**config.mk**
```make
export PLATFORM = sky130hd
export DESIGN_NAME = scs_clock_select
export DESIGN_NICKNAME = d
export VERILOG_FILES = /design/src/logic/scs_pkg.sv /design/src/logic/scs_prescaler.sv /design/src/logic/scs_pll.sv /design/src/logic/scs_clock_select.sv
export SDC_FILE = /design/constraint.sdc
export NUM_CORES = 1
export LEC_CHECK = 0
export BUFFER_PORTS_ARGS = -buffer_cell sky130_fd_sc_hd__buf_2
export CORE_UTILIZATION = 35
export DETAILED_ROUTE_END_ITERATION = 8
export HOLD_SLACK_MARGIN = 0.02
export PLACE_DENSITY = 0.47
export SLEW_MARGIN = 20
export SYNTH_ARGS = -nofsm -noshare
export SYNTH_HDL_FRONTEND = slang
export SYNTH_SLANG_ARGS = --single-unit
```
**constraint.sdc**
```tcl
create_clock -name sys_clk_in -period 17.45 [get_ports sys_clk_in]
set_input_delay 4.3625 -clock sys_clk_in [delete_from_list [all_inputs] [get_ports sys_clk_in]]
set_output_delay 4.3625 -clock sys_clk_in [all_outputs]
set_load 0.02 [all_outputs]
```
**src/logic/scs_pkg.sv**
```systemverilog
// shared constants, types and register map of the system clock source select block
package scs_pkg;

  // ----------------------------------------------------------------
  // register bus geometry and offsets
  // ----------------------------------------------------------------
  localparam int SCS_AW = 4;
  localparam int SCS_DW = 32;
  localparam logic [SCS_AW-1:0] SCS_SYSCFG_OFS = 4'h0;
  localparam logic [SCS_AW-1:0] SCS_PLLCFG_OFS = 4'h4;
  localparam logic [SCS_AW-1:0] SCS_PRESC_OFS = 4'h8;
  localparam logic [SCS_AW-1:0] SCS_STATUS_OFS = 4'hC;

  // ----------------------------------------------------------------
  // field positions
  // ----------------------------------------------------------------
  localparam int SCS_SEL_LSB = 0;    // system_clock_config[1:0] clock_source_select
  localparam int SCS_OSCINT_BIT = 2; // system_clock_config[2] internal oscillator
  localparam int SCS_BYPASS_BIT = 0; // pll_config[0] oscillator_bypass
  localparam int SCS_PLL_INPUT_DIVIDER_FIELD_LSB = 1;   // pll_config[4:1]
  localparam int SCS_PLL_MULTIPLIER_FIELD_LSB = 5;   // pll_config[11:5]
  localparam int SCS_PLL_OUTPUT_DIVIDER_FIELD_LSB = 12; // pll_config[18:12]
  localparam int SCS_PRESCALER_DIVIDER_FIELD_LSB = 0;  // prescaler register [9:0]
  localparam int SCS_PW = 4;
  localparam int SCS_NW = 7;
  localparam int SCS_K2W = 7;
  localparam int SCS_K1W = 10;

  // ----------------------------------------------------------------
  // modes and reset values
  // ----------------------------------------------------------------
  typedef enum logic [1:0] {
    SCS_SRC_OFF = 2'b00,
    SCS_SRC_RSV = 2'b01,
    SCS_SRC_OSC = 2'b10,
    SCS_SRC_DIRECT = 2'b11
  } scs_mode_e;

  localparam logic [1:0] SCS_SEL_RST = 2'b11;
  localparam logic SCS_BYPASS_RST = 1'b1;
  localparam logic [SCS_K1W-1:0] SCS_PRESCALER_DIVIDER_FIELD_RST = 10'h000;
  localparam logic [15:0] SCS_PLL_STEP_RST = 16'h1000;
  localparam logic [15:0] SCS_PLL_STEP_MAX = 16'h7FFF;

  // ----------------------------------------------------------------
  // carriers
  // ----------------------------------------------------------------
  typedef struct packed {
    logic [1:0] sel;
    logic osc_int;
    logic bypass;
    logic [SCS_PW-1:0] pll_input_divider_field;
    logic [SCS_NW-1:0] pll_multiplier_field;
    logic [SCS_K2W-1:0] pll_output_divider_field;
    logic [SCS_K1W-1:0] prescaler_divider_field;
  } scs_cfg_s;

  typedef struct packed {
    logic [SCS_AW-1:0] addr;
    logic [SCS_DW-1:0] wdata;
    logic wr;
    logic rd;
  } scs_bus_s;

endpackage

```
**src/logic/scs_prescaler.sv**
```systemverilog
// oscillator prescaler dividing by prescaler_divider_field plus one
`timescale 1ns/1ps
module scs_prescaler #(
  parameter int K1W = 10
) (
  // clock and reset
  input wire logic sys_clk_in,
  input wire logic reset_n_in,
  // control
  input wire logic restart_in,
  input wire logic [K1W-1:0] prescaler_divider_field_in,
  // oscillator level and divided clock
  input wire logic osc_in,
  output logic div_clk_out
);
  // elaboration check: the counter and the half-period compare need 1 to 16 bits
  if (K1W < 1 || K1W > 16) begin : g_bad_k1w
    $error("scs_prescaler: K1W out of range");
  end

  logic osc_q_r;
  logic [K1W-1:0] cnt_r;
  logic hi_r;
  logic [K1W:0] half_w;
  logic [K1W-1:0] cnt_nxt;
  logic rise_w;

  // high for ceil(k1/2) oscillator periods, low for the rest
  assign rise_w = osc_in & ~osc_q_r;
  assign half_w = ({1'b0, prescaler_divider_field_in} + (K1W+1)'(2)) >> 1;
  assign cnt_nxt = (cnt_r >= prescaler_divider_field_in) ? '0 : cnt_r + K1W'(1);
  // factor one passes the oscillator level and its duty cycle untouched
  assign div_clk_out = (prescaler_divider_field_in == '0) ? osc_in : hi_r;

  // count oscillator rising edges modulo the factor
  always_ff @(posedge sys_clk_in or negedge reset_n_in) begin
    if (!reset_n_in) begin
      osc_q_r <= 1'b0;
      cnt_r <= '0;
      hi_r <= 1'b0;
    end else begin
      osc_q_r <= osc_in;
      if (restart_in) begin
        // park the count at its end so the first edge opens a full period, no short high
        cnt_r <= '1;
        hi_r <= 1'b0;
      end else if (rise_w) begin
        cnt_r <= cnt_nxt;
        hi_r <= ({1'b0, cnt_nxt} < half_w);
      end
    end
  end
endmodule

```
**src/logic/scs_pll.sv**
```systemverilog
// digital frequency locked loop giving ref times n over p times k2
`timescale 1ns/1ps
module scs_pll #(
  parameter int PW = 4,
  parameter int NW = 7,
  parameter int K2W = 7
) (
  // clock and reset
  input wire logic sys_clk_in,
  input wire logic reset_n_in,
  // control
  input wire logic enable_in,
  input wire logic [PW-1:0] pll_input_divider_field_in,
  input wire logic [NW-1:0] pll_multiplier_field_in,
  input wire logic [K2W-1:0] pll_output_divider_field_in,
  // reference and output
  input wire logic ref_in,
  output logic pll_clk_out,
  output logic locked_out
);
  import scs_pkg::*;
  localparam int WW = PW + K2W + 2;
  localparam int CW = NW + 2;
  // elaboration check: every divider field needs at least one bit
  if (PW < 1 || NW < 1 || K2W < 1) begin : g_bad_width
    $error("scs_pll: field widths must be positive");
  end

  logic ref_q_r;
  logic out_q_r;
  logic [15:0] acc_r;
  logic [15:0] step_r;
  logic [WW-1:0] win_r;
  logic [CW-1:0] cnt_r;
  logic locked_r;
  logic armed_r;
  logic [WW-1:0] win_len_w;
  logic [CW-1:0] n_w;
  logic [CW-1:0] cnt_now_w;
  logic win_end_w;
  logic out_rise_w;

  // feedback window of p times k2 reference periods should hold n output periods
  // product formed at full window width so large p times k2 does not wrap
  assign win_len_w = (WW'(pll_input_divider_field_in) + WW'(1)) * (WW'(pll_output_divider_field_in) + WW'(1));
  assign n_w = CW'({1'b0, pll_multiplier_field_in}) + CW'(1);
  // greater-or-equal so a shrunk window cannot leave the count stranded past its end
  assign win_end_w = ref_in & ~ref_q_r & (win_r >= win_len_w - WW'(1));
  assign out_rise_w = acc_r[15] & ~out_q_r;
  // a rise in the closing cycle still belongs to the window that ends there
  assign cnt_now_w = (out_rise_w && cnt_r != '1) ? cnt_r + CW'(1) : cnt_r;
  assign pll_clk_out = acc_r[15];
  assign locked_out = locked_r;

  // phase accumulator and one-step frequency trim per window, never a jump
  always_ff @(posedge sys_clk_in or negedge reset_n_in) begin
    if (!reset_n_in) begin
      ref_q_r <= 1'b0;
      out_q_r <= 1'b0;
      acc_r <= '0;
      step_r <= SCS_PLL_STEP_RST;
      win_r <= '0;
      cnt_r <= '0;
      locked_r <= 1'b0;
      armed_r <= 1'b0;
    end else if (!enable_in) begin
      ref_q_r <= ref_in;
      out_q_r <= 1'b0;
      acc_r <= '0;
      win_r <= '0;
      cnt_r <= '0;
      locked_r <= 1'b0;
      armed_r <= 1'b0;
    end else begin
      ref_q_r <= ref_in;
      out_q_r <= acc_r[15];
      acc_r <= acc_r + step_r;
      if (win_end_w) begin
        win_r <= '0;
        cnt_r <= '0;
        armed_r <= 1'b1;
        // the window begun at enable is partial, so it neither trims nor locks
        locked_r <= armed_r && (cnt_now_w == n_w);
        if (armed_r && cnt_now_w < n_w && step_r < SCS_PLL_STEP_MAX) begin
          step_r <= step_r + 16'h0001;
        end else if (armed_r && cnt_now_w > n_w && step_r > 16'h0001) begin
          step_r <= step_r - 16'h0001;
        end
      end else begin
        if (ref_in & ~ref_q_r) win_r <= win_r + WW'(1);
        cnt_r <= cnt_now_w;
      end
    end
  end
endmodule

```
**src/logic/scs_clock_select.sv**
```systemverilog
// system clock source select: direct drive, prescaler and pll with glitch-free switching
//
// Functional notes
// - select value 11 makes the system clock follow the direct clock input at its frequency.
// - in direct drive the output copies the input level so its duty cycle is kept.
// - select 10 with bypass 1 divides the oscillator by the prescaler field plus one.
// - the prescaler oscillator is either the crystal input or the internal oscillator.
// - a prescaler factor of one passes the oscillator level and its duty cycle unchanged.
// - the largest prescaler field gives divide by 1024, the slowest clock.
// - select 10 with bypass 0 enables the pll and takes its output as system clock.
// - the pll output runs at the reference times n over p times k2, each field plus one.
// - the pll reference is either the crystal input or the internal oscillator.
// - the pll trims its frequency one small step at a time, never abruptly.
// - bypass from the crystal with factor one behaves like direct drive.
//
// Chosen here: strobed register access and the placing of the registers.
`timescale 1ns/1ps
module scs_clock_select (
  // clock and reset
  input wire logic sys_clk_in,
  input wire logic reset_n_in,
  // register port
  input wire scs_pkg::scs_bus_s bus_in,
  output logic [scs_pkg::SCS_DW-1:0] rdata_out,
  // clock sources
  input wire logic direct_clock_input_in,
  input wire logic crystal_input_pin_in,
  input wire logic internal_osc_in,
  // generated clock and status
  output logic sys_clock_out,
  output logic pll_lock_out
);
  import scs_pkg::*;

  // ----------------------------------------------------------------
  // declarations
  // ----------------------------------------------------------------
  scs_cfg_s cfg_sw_r;
  scs_cfg_s cfg_act_r;
  logic pending_r;
  logic clk_r;
  logic lock_r;
  logic [SCS_DW-1:0] rdata_r;
  scs_mode_e mode_w;
  logic sel_syscfg_w;
  logic sel_pllcfg_w;
  logic sel_presc_w;
  logic sel_status_w;
  logic apply_w;
  logic osc_w;
  logic presc_clk_w;
  logic pll_clk_w;
  logic pll_locked_w;
  logic pll_en_w;
  logic clk_nxt;
  logic [SCS_DW-1:0] rd_syscfg_w;
  logic [SCS_DW-1:0] rd_pllcfg_w;
  logic [SCS_DW-1:0] rd_presc_w;
  logic [SCS_DW-1:0] rd_status_w;
  logic [SCS_DW-1:0] rdata_nxt;

  // ----------------------------------------------------------------
  // address decode
  // ----------------------------------------------------------------
  assign sel_syscfg_w = (bus_in.addr == SCS_SYSCFG_OFS);
  assign sel_pllcfg_w = (bus_in.addr == SCS_PLLCFG_OFS);
  assign sel_presc_w = (bus_in.addr == SCS_PRESC_OFS);
  assign sel_status_w = (bus_in.addr == SCS_STATUS_OFS);

  // ----------------------------------------------------------------
  // software configuration registers
  // ----------------------------------------------------------------
  // writes land in a shadow copy; the clock path only sees the applied copy
  always_ff @(posedge sys_clk_in or negedge reset_n_in) begin
    if (!reset_n_in) begin
      cfg_sw_r <= '{sel: SCS_SEL_RST, osc_int: 1'b0, bypass: SCS_BYPASS_RST,
                    pll_input_divider_field: '0, pll_multiplier_field: '0, pll_output_divider_field: '0, prescaler_divider_field: SCS_PRESCALER_DIVIDER_FIELD_RST};
    end else if (bus_in.wr) begin
      if (sel_syscfg_w) begin
        cfg_sw_r.sel <= bus_in.wdata[SCS_SEL_LSB +: 2];
        cfg_sw_r.osc_int <= bus_in.wdata[SCS_OSCINT_BIT];
      end
      if (sel_pllcfg_w) begin
        cfg_sw_r.bypass <= bus_in.wdata[SCS_BYPASS_BIT];
        cfg_sw_r.pll_input_divider_field <= bus_in.wdata[SCS_PLL_INPUT_DIVIDER_FIELD_LSB +: SCS_PW];
        cfg_sw_r.pll_multiplier_field <= bus_in.wdata[SCS_PLL_MULTIPLIER_FIELD_LSB +: SCS_NW];
        cfg_sw_r.pll_output_divider_field <= bus_in.wdata[SCS_PLL_OUTPUT_DIVIDER_FIELD_LSB +: SCS_K2W];
      end
      if (sel_presc_w) begin
        cfg_sw_r.prescaler_divider_field <= bus_in.wdata[SCS_PRESCALER_DIVIDER_FIELD_LSB +: SCS_K1W];
      end
    end
  end

  // ----------------------------------------------------------------
  // apply at a clock boundary
  // ----------------------------------------------------------------
  // a new setting waits for a low phase, then the output is held low for
  // one more cycle, so neither phase around a switch is shorter than a cycle
  assign apply_w = pending_r & ~clk_r;

  // pending flag: a write in the apply cycle wins and stays pending
  always_ff @(posedge sys_clk_in or negedge reset_n_in) begin
    if (!reset_n_in) begin
      pending_r <= 1'b0;
    end else if (bus_in.wr && (sel_syscfg_w || sel_pllcfg_w || sel_presc_w)) begin
      pending_r <= 1'b1;
    end else if (apply_w) begin
      pending_r <= 1'b0;
    end
  end

  // applied configuration
  always_ff @(posedge sys_clk_in or negedge reset_n_in) begin
    if (!reset_n_in) begin
      cfg_act_r <= '{sel: SCS_SEL_RST, osc_int: 1'b0, bypass: SCS_BYPASS_RST,
                     pll_input_divider_field: '0, pll_multiplier_field: '0, pll_output_divider_field: '0, prescaler_divider_field: SCS_PRESCALER_DIVIDER_FIELD_RST};
    end else if (apply_w) begin
      cfg_act_r <= cfg_sw_r;
    end
  end

  // ----------------------------------------------------------------
  // source selection
  // ----------------------------------------------------------------
  assign mode_w = scs_mode_e'(cfg_act_r.sel);
  // one oscillator feeds both prescaler and pll reference
  assign osc_w = cfg_act_r.osc_int ? internal_osc_in : crystal_input_pin_in;
  // pll restarts at each apply so a half-changed setting never trims the step
  assign pll_en_w = (mode_w == SCS_SRC_OSC) && !cfg_act_r.bypass && !apply_w;

  // prescaler path, restarted at each apply so it starts in phase
  scs_prescaler #(
    .K1W(SCS_K1W)
  ) u_presc (
    .sys_clk_in(sys_clk_in),
    .reset_n_in(reset_n_in),
    .restart_in(apply_w),
    .prescaler_divider_field_in(cfg_act_r.prescaler_divider_field),
    .osc_in(osc_w),
    .div_clk_out(presc_clk_w)
  );

  // pll path
  scs_pll #(
    .PW(SCS_PW),
    .NW(SCS_NW),
    .K2W(SCS_K2W)
  ) u_pll (
    .sys_clk_in(sys_clk_in),
    .reset_n_in(reset_n_in),
    .enable_in(pll_en_w),
    .pll_input_divider_field_in(cfg_act_r.pll_input_divider_field),
    .pll_multiplier_field_in(cfg_act_r.pll_multiplier_field),
    .pll_output_divider_field_in(cfg_act_r.pll_output_divider_field),
    .ref_in(osc_w),
    .pll_clk_out(pll_clk_w),
    .locked_out(pll_locked_w)
  );

  // ----------------------------------------------------------------
  // output clock mux
  // ----------------------------------------------------------------
  // reserved select codes stop the clock low rather than guess a source
  always_comb begin
    clk_nxt = 1'b0;
    if (!apply_w) begin
      case (mode_w)
        SCS_SRC_DIRECT: begin
          clk_nxt = direct_clock_input_in;
        end
        SCS_SRC_OSC: begin
          if (cfg_act_r.bypass) begin
            clk_nxt = presc_clk_w;
          end else begin
            clk_nxt = pll_clk_w;
          end
        end
        SCS_SRC_OFF: begin
          clk_nxt = 1'b0;
        end
        default: begin
          clk_nxt = 1'b0;
        end
      endcase
    end
  end

  // output flops; the copy costs one cycle of delay in every mode
  always_ff @(posedge sys_clk_in or negedge reset_n_in) begin
    if (!reset_n_in) begin
      clk_r <= 1'b0;
      lock_r <= 1'b0;
    end else begin
      clk_r <= clk_nxt;
      lock_r <= pll_locked_w;
    end
  end

  assign sys_clock_out = clk_r;
  assign pll_lock_out = lock_r;

  // ----------------------------------------------------------------
  // read path
  // ----------------------------------------------------------------
  assign rd_syscfg_w = SCS_DW'({cfg_sw_r.osc_int, cfg_sw_r.sel});
  assign rd_pllcfg_w = SCS_DW'({cfg_sw_r.pll_output_divider_field, cfg_sw_r.pll_multiplier_field, cfg_sw_r.pll_input_divider_field, cfg_sw_r.bypass});
  assign rd_presc_w = SCS_DW'(cfg_sw_r.prescaler_divider_field);
  // status: applied select, applied bypass, pending, lock, clock level
  assign rd_status_w = SCS_DW'({clk_r, lock_r, pending_r, cfg_act_r.bypass, cfg_act_r.sel});
  // unmapped offsets read as zero
  assign rdata_nxt = sel_syscfg_w ? rd_syscfg_w :
                     sel_pllcfg_w ? rd_pllcfg_w :
                     sel_presc_w ? rd_presc_w :
                     sel_status_w ? rd_status_w : '0;

  // read data stands only in the cycle after the strobe
  always_ff @(posedge sys_clk_in or negedge reset_n_in) begin
    if (!reset_n_in) begin
      rdata_r <= '0;
    end else if (bus_in.rd) begin
      rdata_r <= rdata_nxt;
    end else begin
      rdata_r <= '0;
    end
  end

  assign rdata_out = rdata_r;
endmodule

```
==> flow_summary.ini <==
[routing]
drc = 0
vias = 7563
antenna_left = 0
wl_per_cell_um = 15.3
drtPass1Iterations = 4
viasPerCell = 4.97
drt_iter0_drc = 323
wirelength_um = 23200

[critical_path]
path_cells = ha_1 > xnor2_1 > nor2_1 > fa_1 > inv_1 > fa_1 > fa_1 > inv_1 > ha_1 > a21oi_1 > o21ai_0 > a2111o_1 > a31o_2 > a21oi_1 > xor2_1 > ha_1 > a21oi_1 > and3_1 > a221oi_1 > o21ai_1 > nand2_1 > nor2_1
cpPeakStageDelay_ps = 670
crit_type = flip-flop to flip-flop
cp_data_arrival_time_ps = 7340
cp_top_family = adder cells
start_kind = flip-flop
critPathMaxFanout = 11
required_ps = 17800
cp_num_buf_inv = 2
slowest_stage = o21ai_1
cp-end-kind = flip-flop

[placement]
dp_hpwl_um = 17100
port_buffers = 50
globalplace.congestion = 0.765

[synth]
synth_area_mm2 = 0.0103
yosysSeqAreaShare_pct = 37.7
synth_edf_count = 0
yosysTopAreaCell = dfrtp_1
synthArstFlopShare_pct = 100
synth-main-ff-cell = dfrtp_1
syn_area_per_cell_um2 = 9.51
netlist_instances = 1083
synth_seq_cells = 155
synth_warnings = 0
synth_top_cell_area_share_pct = 36.0
synth_cell_types = 73
synth.area.top_cells = dfrtp_1 (36%), ha_1 (11%), nand2_1 (4.8%)

[power]
comb_power_share_pct = 57.6
p_per_area_mw_per_mm2 = 183
seq_power_share_pct = 24.2
p_sw_w = 0.000911
p_clk_share_pct = 18.2
leakage_nw = 5.51
ir_drop_mv = 0.162
power.internal_w = 0.00120
total_power_w = 0.00211
switching_share_pct = 43.1

[floorplanning]
dieArea_mm2 = 0.0301
die_h_um = 174
die_w_um = 174
start_util_pct = 35.7
core_mm2 = 0.0289
fp-row-count = 62
io_pins = 77

[clock_network]
cts_hold_buf = 0
postCtsSetupBuffers = 0
numCtsBuffers = 17
clock_path_buffers = 2
clock_latency_ps = 430
cts.sinks = 155
ctsResizeCount = 0
cts_tree = yes
cts.htree.levels = 4
clk_pin_slew_worst_paths_ps = 60
cts-root-buf = clkbuf_16

[global_routing]
antenna_found_initial = 0
grt_pass1_vias = 7683
grt_usage_pct = 16.3
gr-total-overflow = 0
grt_max_degree = 84
grt_first_pass_wirelength_um = 39500

[finish]
syn2layout_area_growth_pct = 11.9
n_antenna_cell = 0
drive_above_1_share_pct = 14.1
nets = 1281
final.fill_count = 2949

[flow_run]
max-cap-violations = 0

[timing]
fin_skew_ps = 14.1
fmax_mhz = 143
tightest_slew_ps = 939
maxSlewHeadroom_pct = 37.4
setup_violations = 0
fin_setup_tns_ps = 0
hold_violations = 0
post-route-period-util_pct = 40.1
period_minus_slack_ps = 7000
rsz0062_at_grt = no
slew_violations = 0

[hold_path]
hold_path_class = flip-flop to flip-flop

[outcome]
status = complete, no violations
==> worst register-to-register path: stages (launching register included) <==
cell and delay [ps]:
dfrtp_1 500, ha_1 270, xnor2_1 490, nor2_1 130
fa_1 560, inv_1 50, fa_1 470, fa_1 550
inv_1 40, ha_1 320, a21oi_1 220, o21ai_0 160
a2111o_1 460, a31o_2 240, a21oi_1 160, xor2_1 200
ha_1 270, a21oi_1 170, and3_1 170, a221oi_1 150
o21ai_1 680, nand2_1 480, nor2_1 200
==> cell usage after synthesis (11+ instances only) <==
library cell / count
dfrtp_1: 148
nand2_1: 132
ha_1: 91
inv_1: 78
nor2_1: 75
xnor2_1: 46
nand3_1: 44
a21oi_1: 41
o21ai_0: 39
mux2_2: 36
xor2_1: 34
and3_1: 30
clkbuf_1: 25
fa_1: 22
nor2b_1: 22
and2_1: 20
nor3_1: 19
nand4_1: 18
buf_4: 14
a21o_1: 11
nand2b_1: 11
==> final cells by class <==
class,count,area (µm²),area share (%)
multi-input combinational,816,5940,51.6
sequential,155,3890,33.7
tap,384,480,4.17
clock buffer,19,453,3.93
timing repair buffer,57,309,2.68
inverter,78,293,2.54
clock inverter,13,154,1.34
==> logic make-up (layout without fill, tap and decap cells) <==
family | Yosys count | count (layout) | share of synthesized area, %
multiplexers | 43 | 43 | 5.03
flip-flops | 155 | 155 | 37.7
adder cells (fa/ha/maj) | 113 | 113 | 15.3
XOR/XNOR | 80 | 80 | 6.80
buffers and inverters | 124 | 167 | 5.15
other | 1 | 13 | 0.0364
AND/OR/NAND/NOR | 409 | 409 | 19.6
AO/OA/AOI/OAI | 158 | 158 | 10.3
==> placed cells by master, fill, tap and decap left out, types with 4 or more instances in the layout <==
cell type	instances
o21ai_0	39
a22oi_1	9
xnor2_1	46
nand4_1	18
nor2_1	75
or3_1	7
conb_1	13
a31oi_1	6
a221o_1	8
or4_1	4
and2_1	20
or2_2	5
xor2_1	34
o31ai_1	4
clkbuf_16	17
buf_4	7
nor2b_1	21
nand2_1	132
o21a_1	4
nor4_1	9
dfstp_2	7
dfrtp_1	148
ha_1	91
buf_2	49
inv_1	78
nand2b_1	11
o211ai_1	4
nor3_1	18
a21o_1	11
a21oi_1	41
fa_1	22
and3_1	30
nand3_1	43
o21bai_1	6
mux2_2	36
==> layer usage <==
metal	vias to the layer above	wire length, µm	track usage [%]
met5	-	0	0
met4	0	232	4.61
met3	16	463	2.52
met2	71	10600	25.8
met1	3673	11900	23.0
li1	3803	-	-
==> registers in the layout, indices dropped and copies added (netlist names), 2 cells and up <==
register / count
u_presc.cnt_r: 10
u_pll.acc_r: 16
u_pll.win_r: 13
cfg_act_r: 30
cfg_sw_r: 32
mode_w: 2
rdata_out: 19
u_pll.step_r: 16
u_pll.cnt_r: 9
==> metrics by stage <==
stage	cells	instance area, µm²	setup WS, ps	hold slack [ps]	utilization, %
2_1_floorplan	1095	10300	11640	353	-
6_report	1522	11500	10450	380	39.9
3_5_place_dp	1490	10900	10430	366	37.8
4_1_cts	1522	11500	10380	383	39.9
5_1_grt	1522	11500	9870	394	39.9
3_3_place_gp	1490	10900	10420	371	37.8
==> path summary, 6_finish.rpt <==
| check | startpoint | endpoint | slack, ps | cells past startpoint |
|---|---|---|---|---|
| min reg2reg | u_pll.locked_out | pll_lock_out | 380 | 0 |
| max reg2reg | cfg_act_r[24] | u_pll.cnt_r[0] | 10450 | 22 |
| max | cfg_act_r[24] | u_pll.cnt_r[0] | 10450 | 22 |
| min | u_pll.locked_out | pll_lock_out | 380 | 0 |
| max in group asynchronous | reset_n_in | cfg_act_r[20] | 11970 | 2 |
| min in group asynchronous | reset_n_in | u_pll.acc_r[12] | 4000 | 1 |
==> power by group through the flow <==
stage	clock network, W	logic [W]	registers (W)
floorplan	0	0.000988	0.000489
global placement	0	0.00123	0.000516
detailed placement	0	0.00124	0.000516
CTS	0.000395	0.00125	0.000511
global route	0.000411	0.00143	0.000524
finish	0.000384	0.00122	0.000511
No activity file was read; power rests on OpenSTA's default activity.
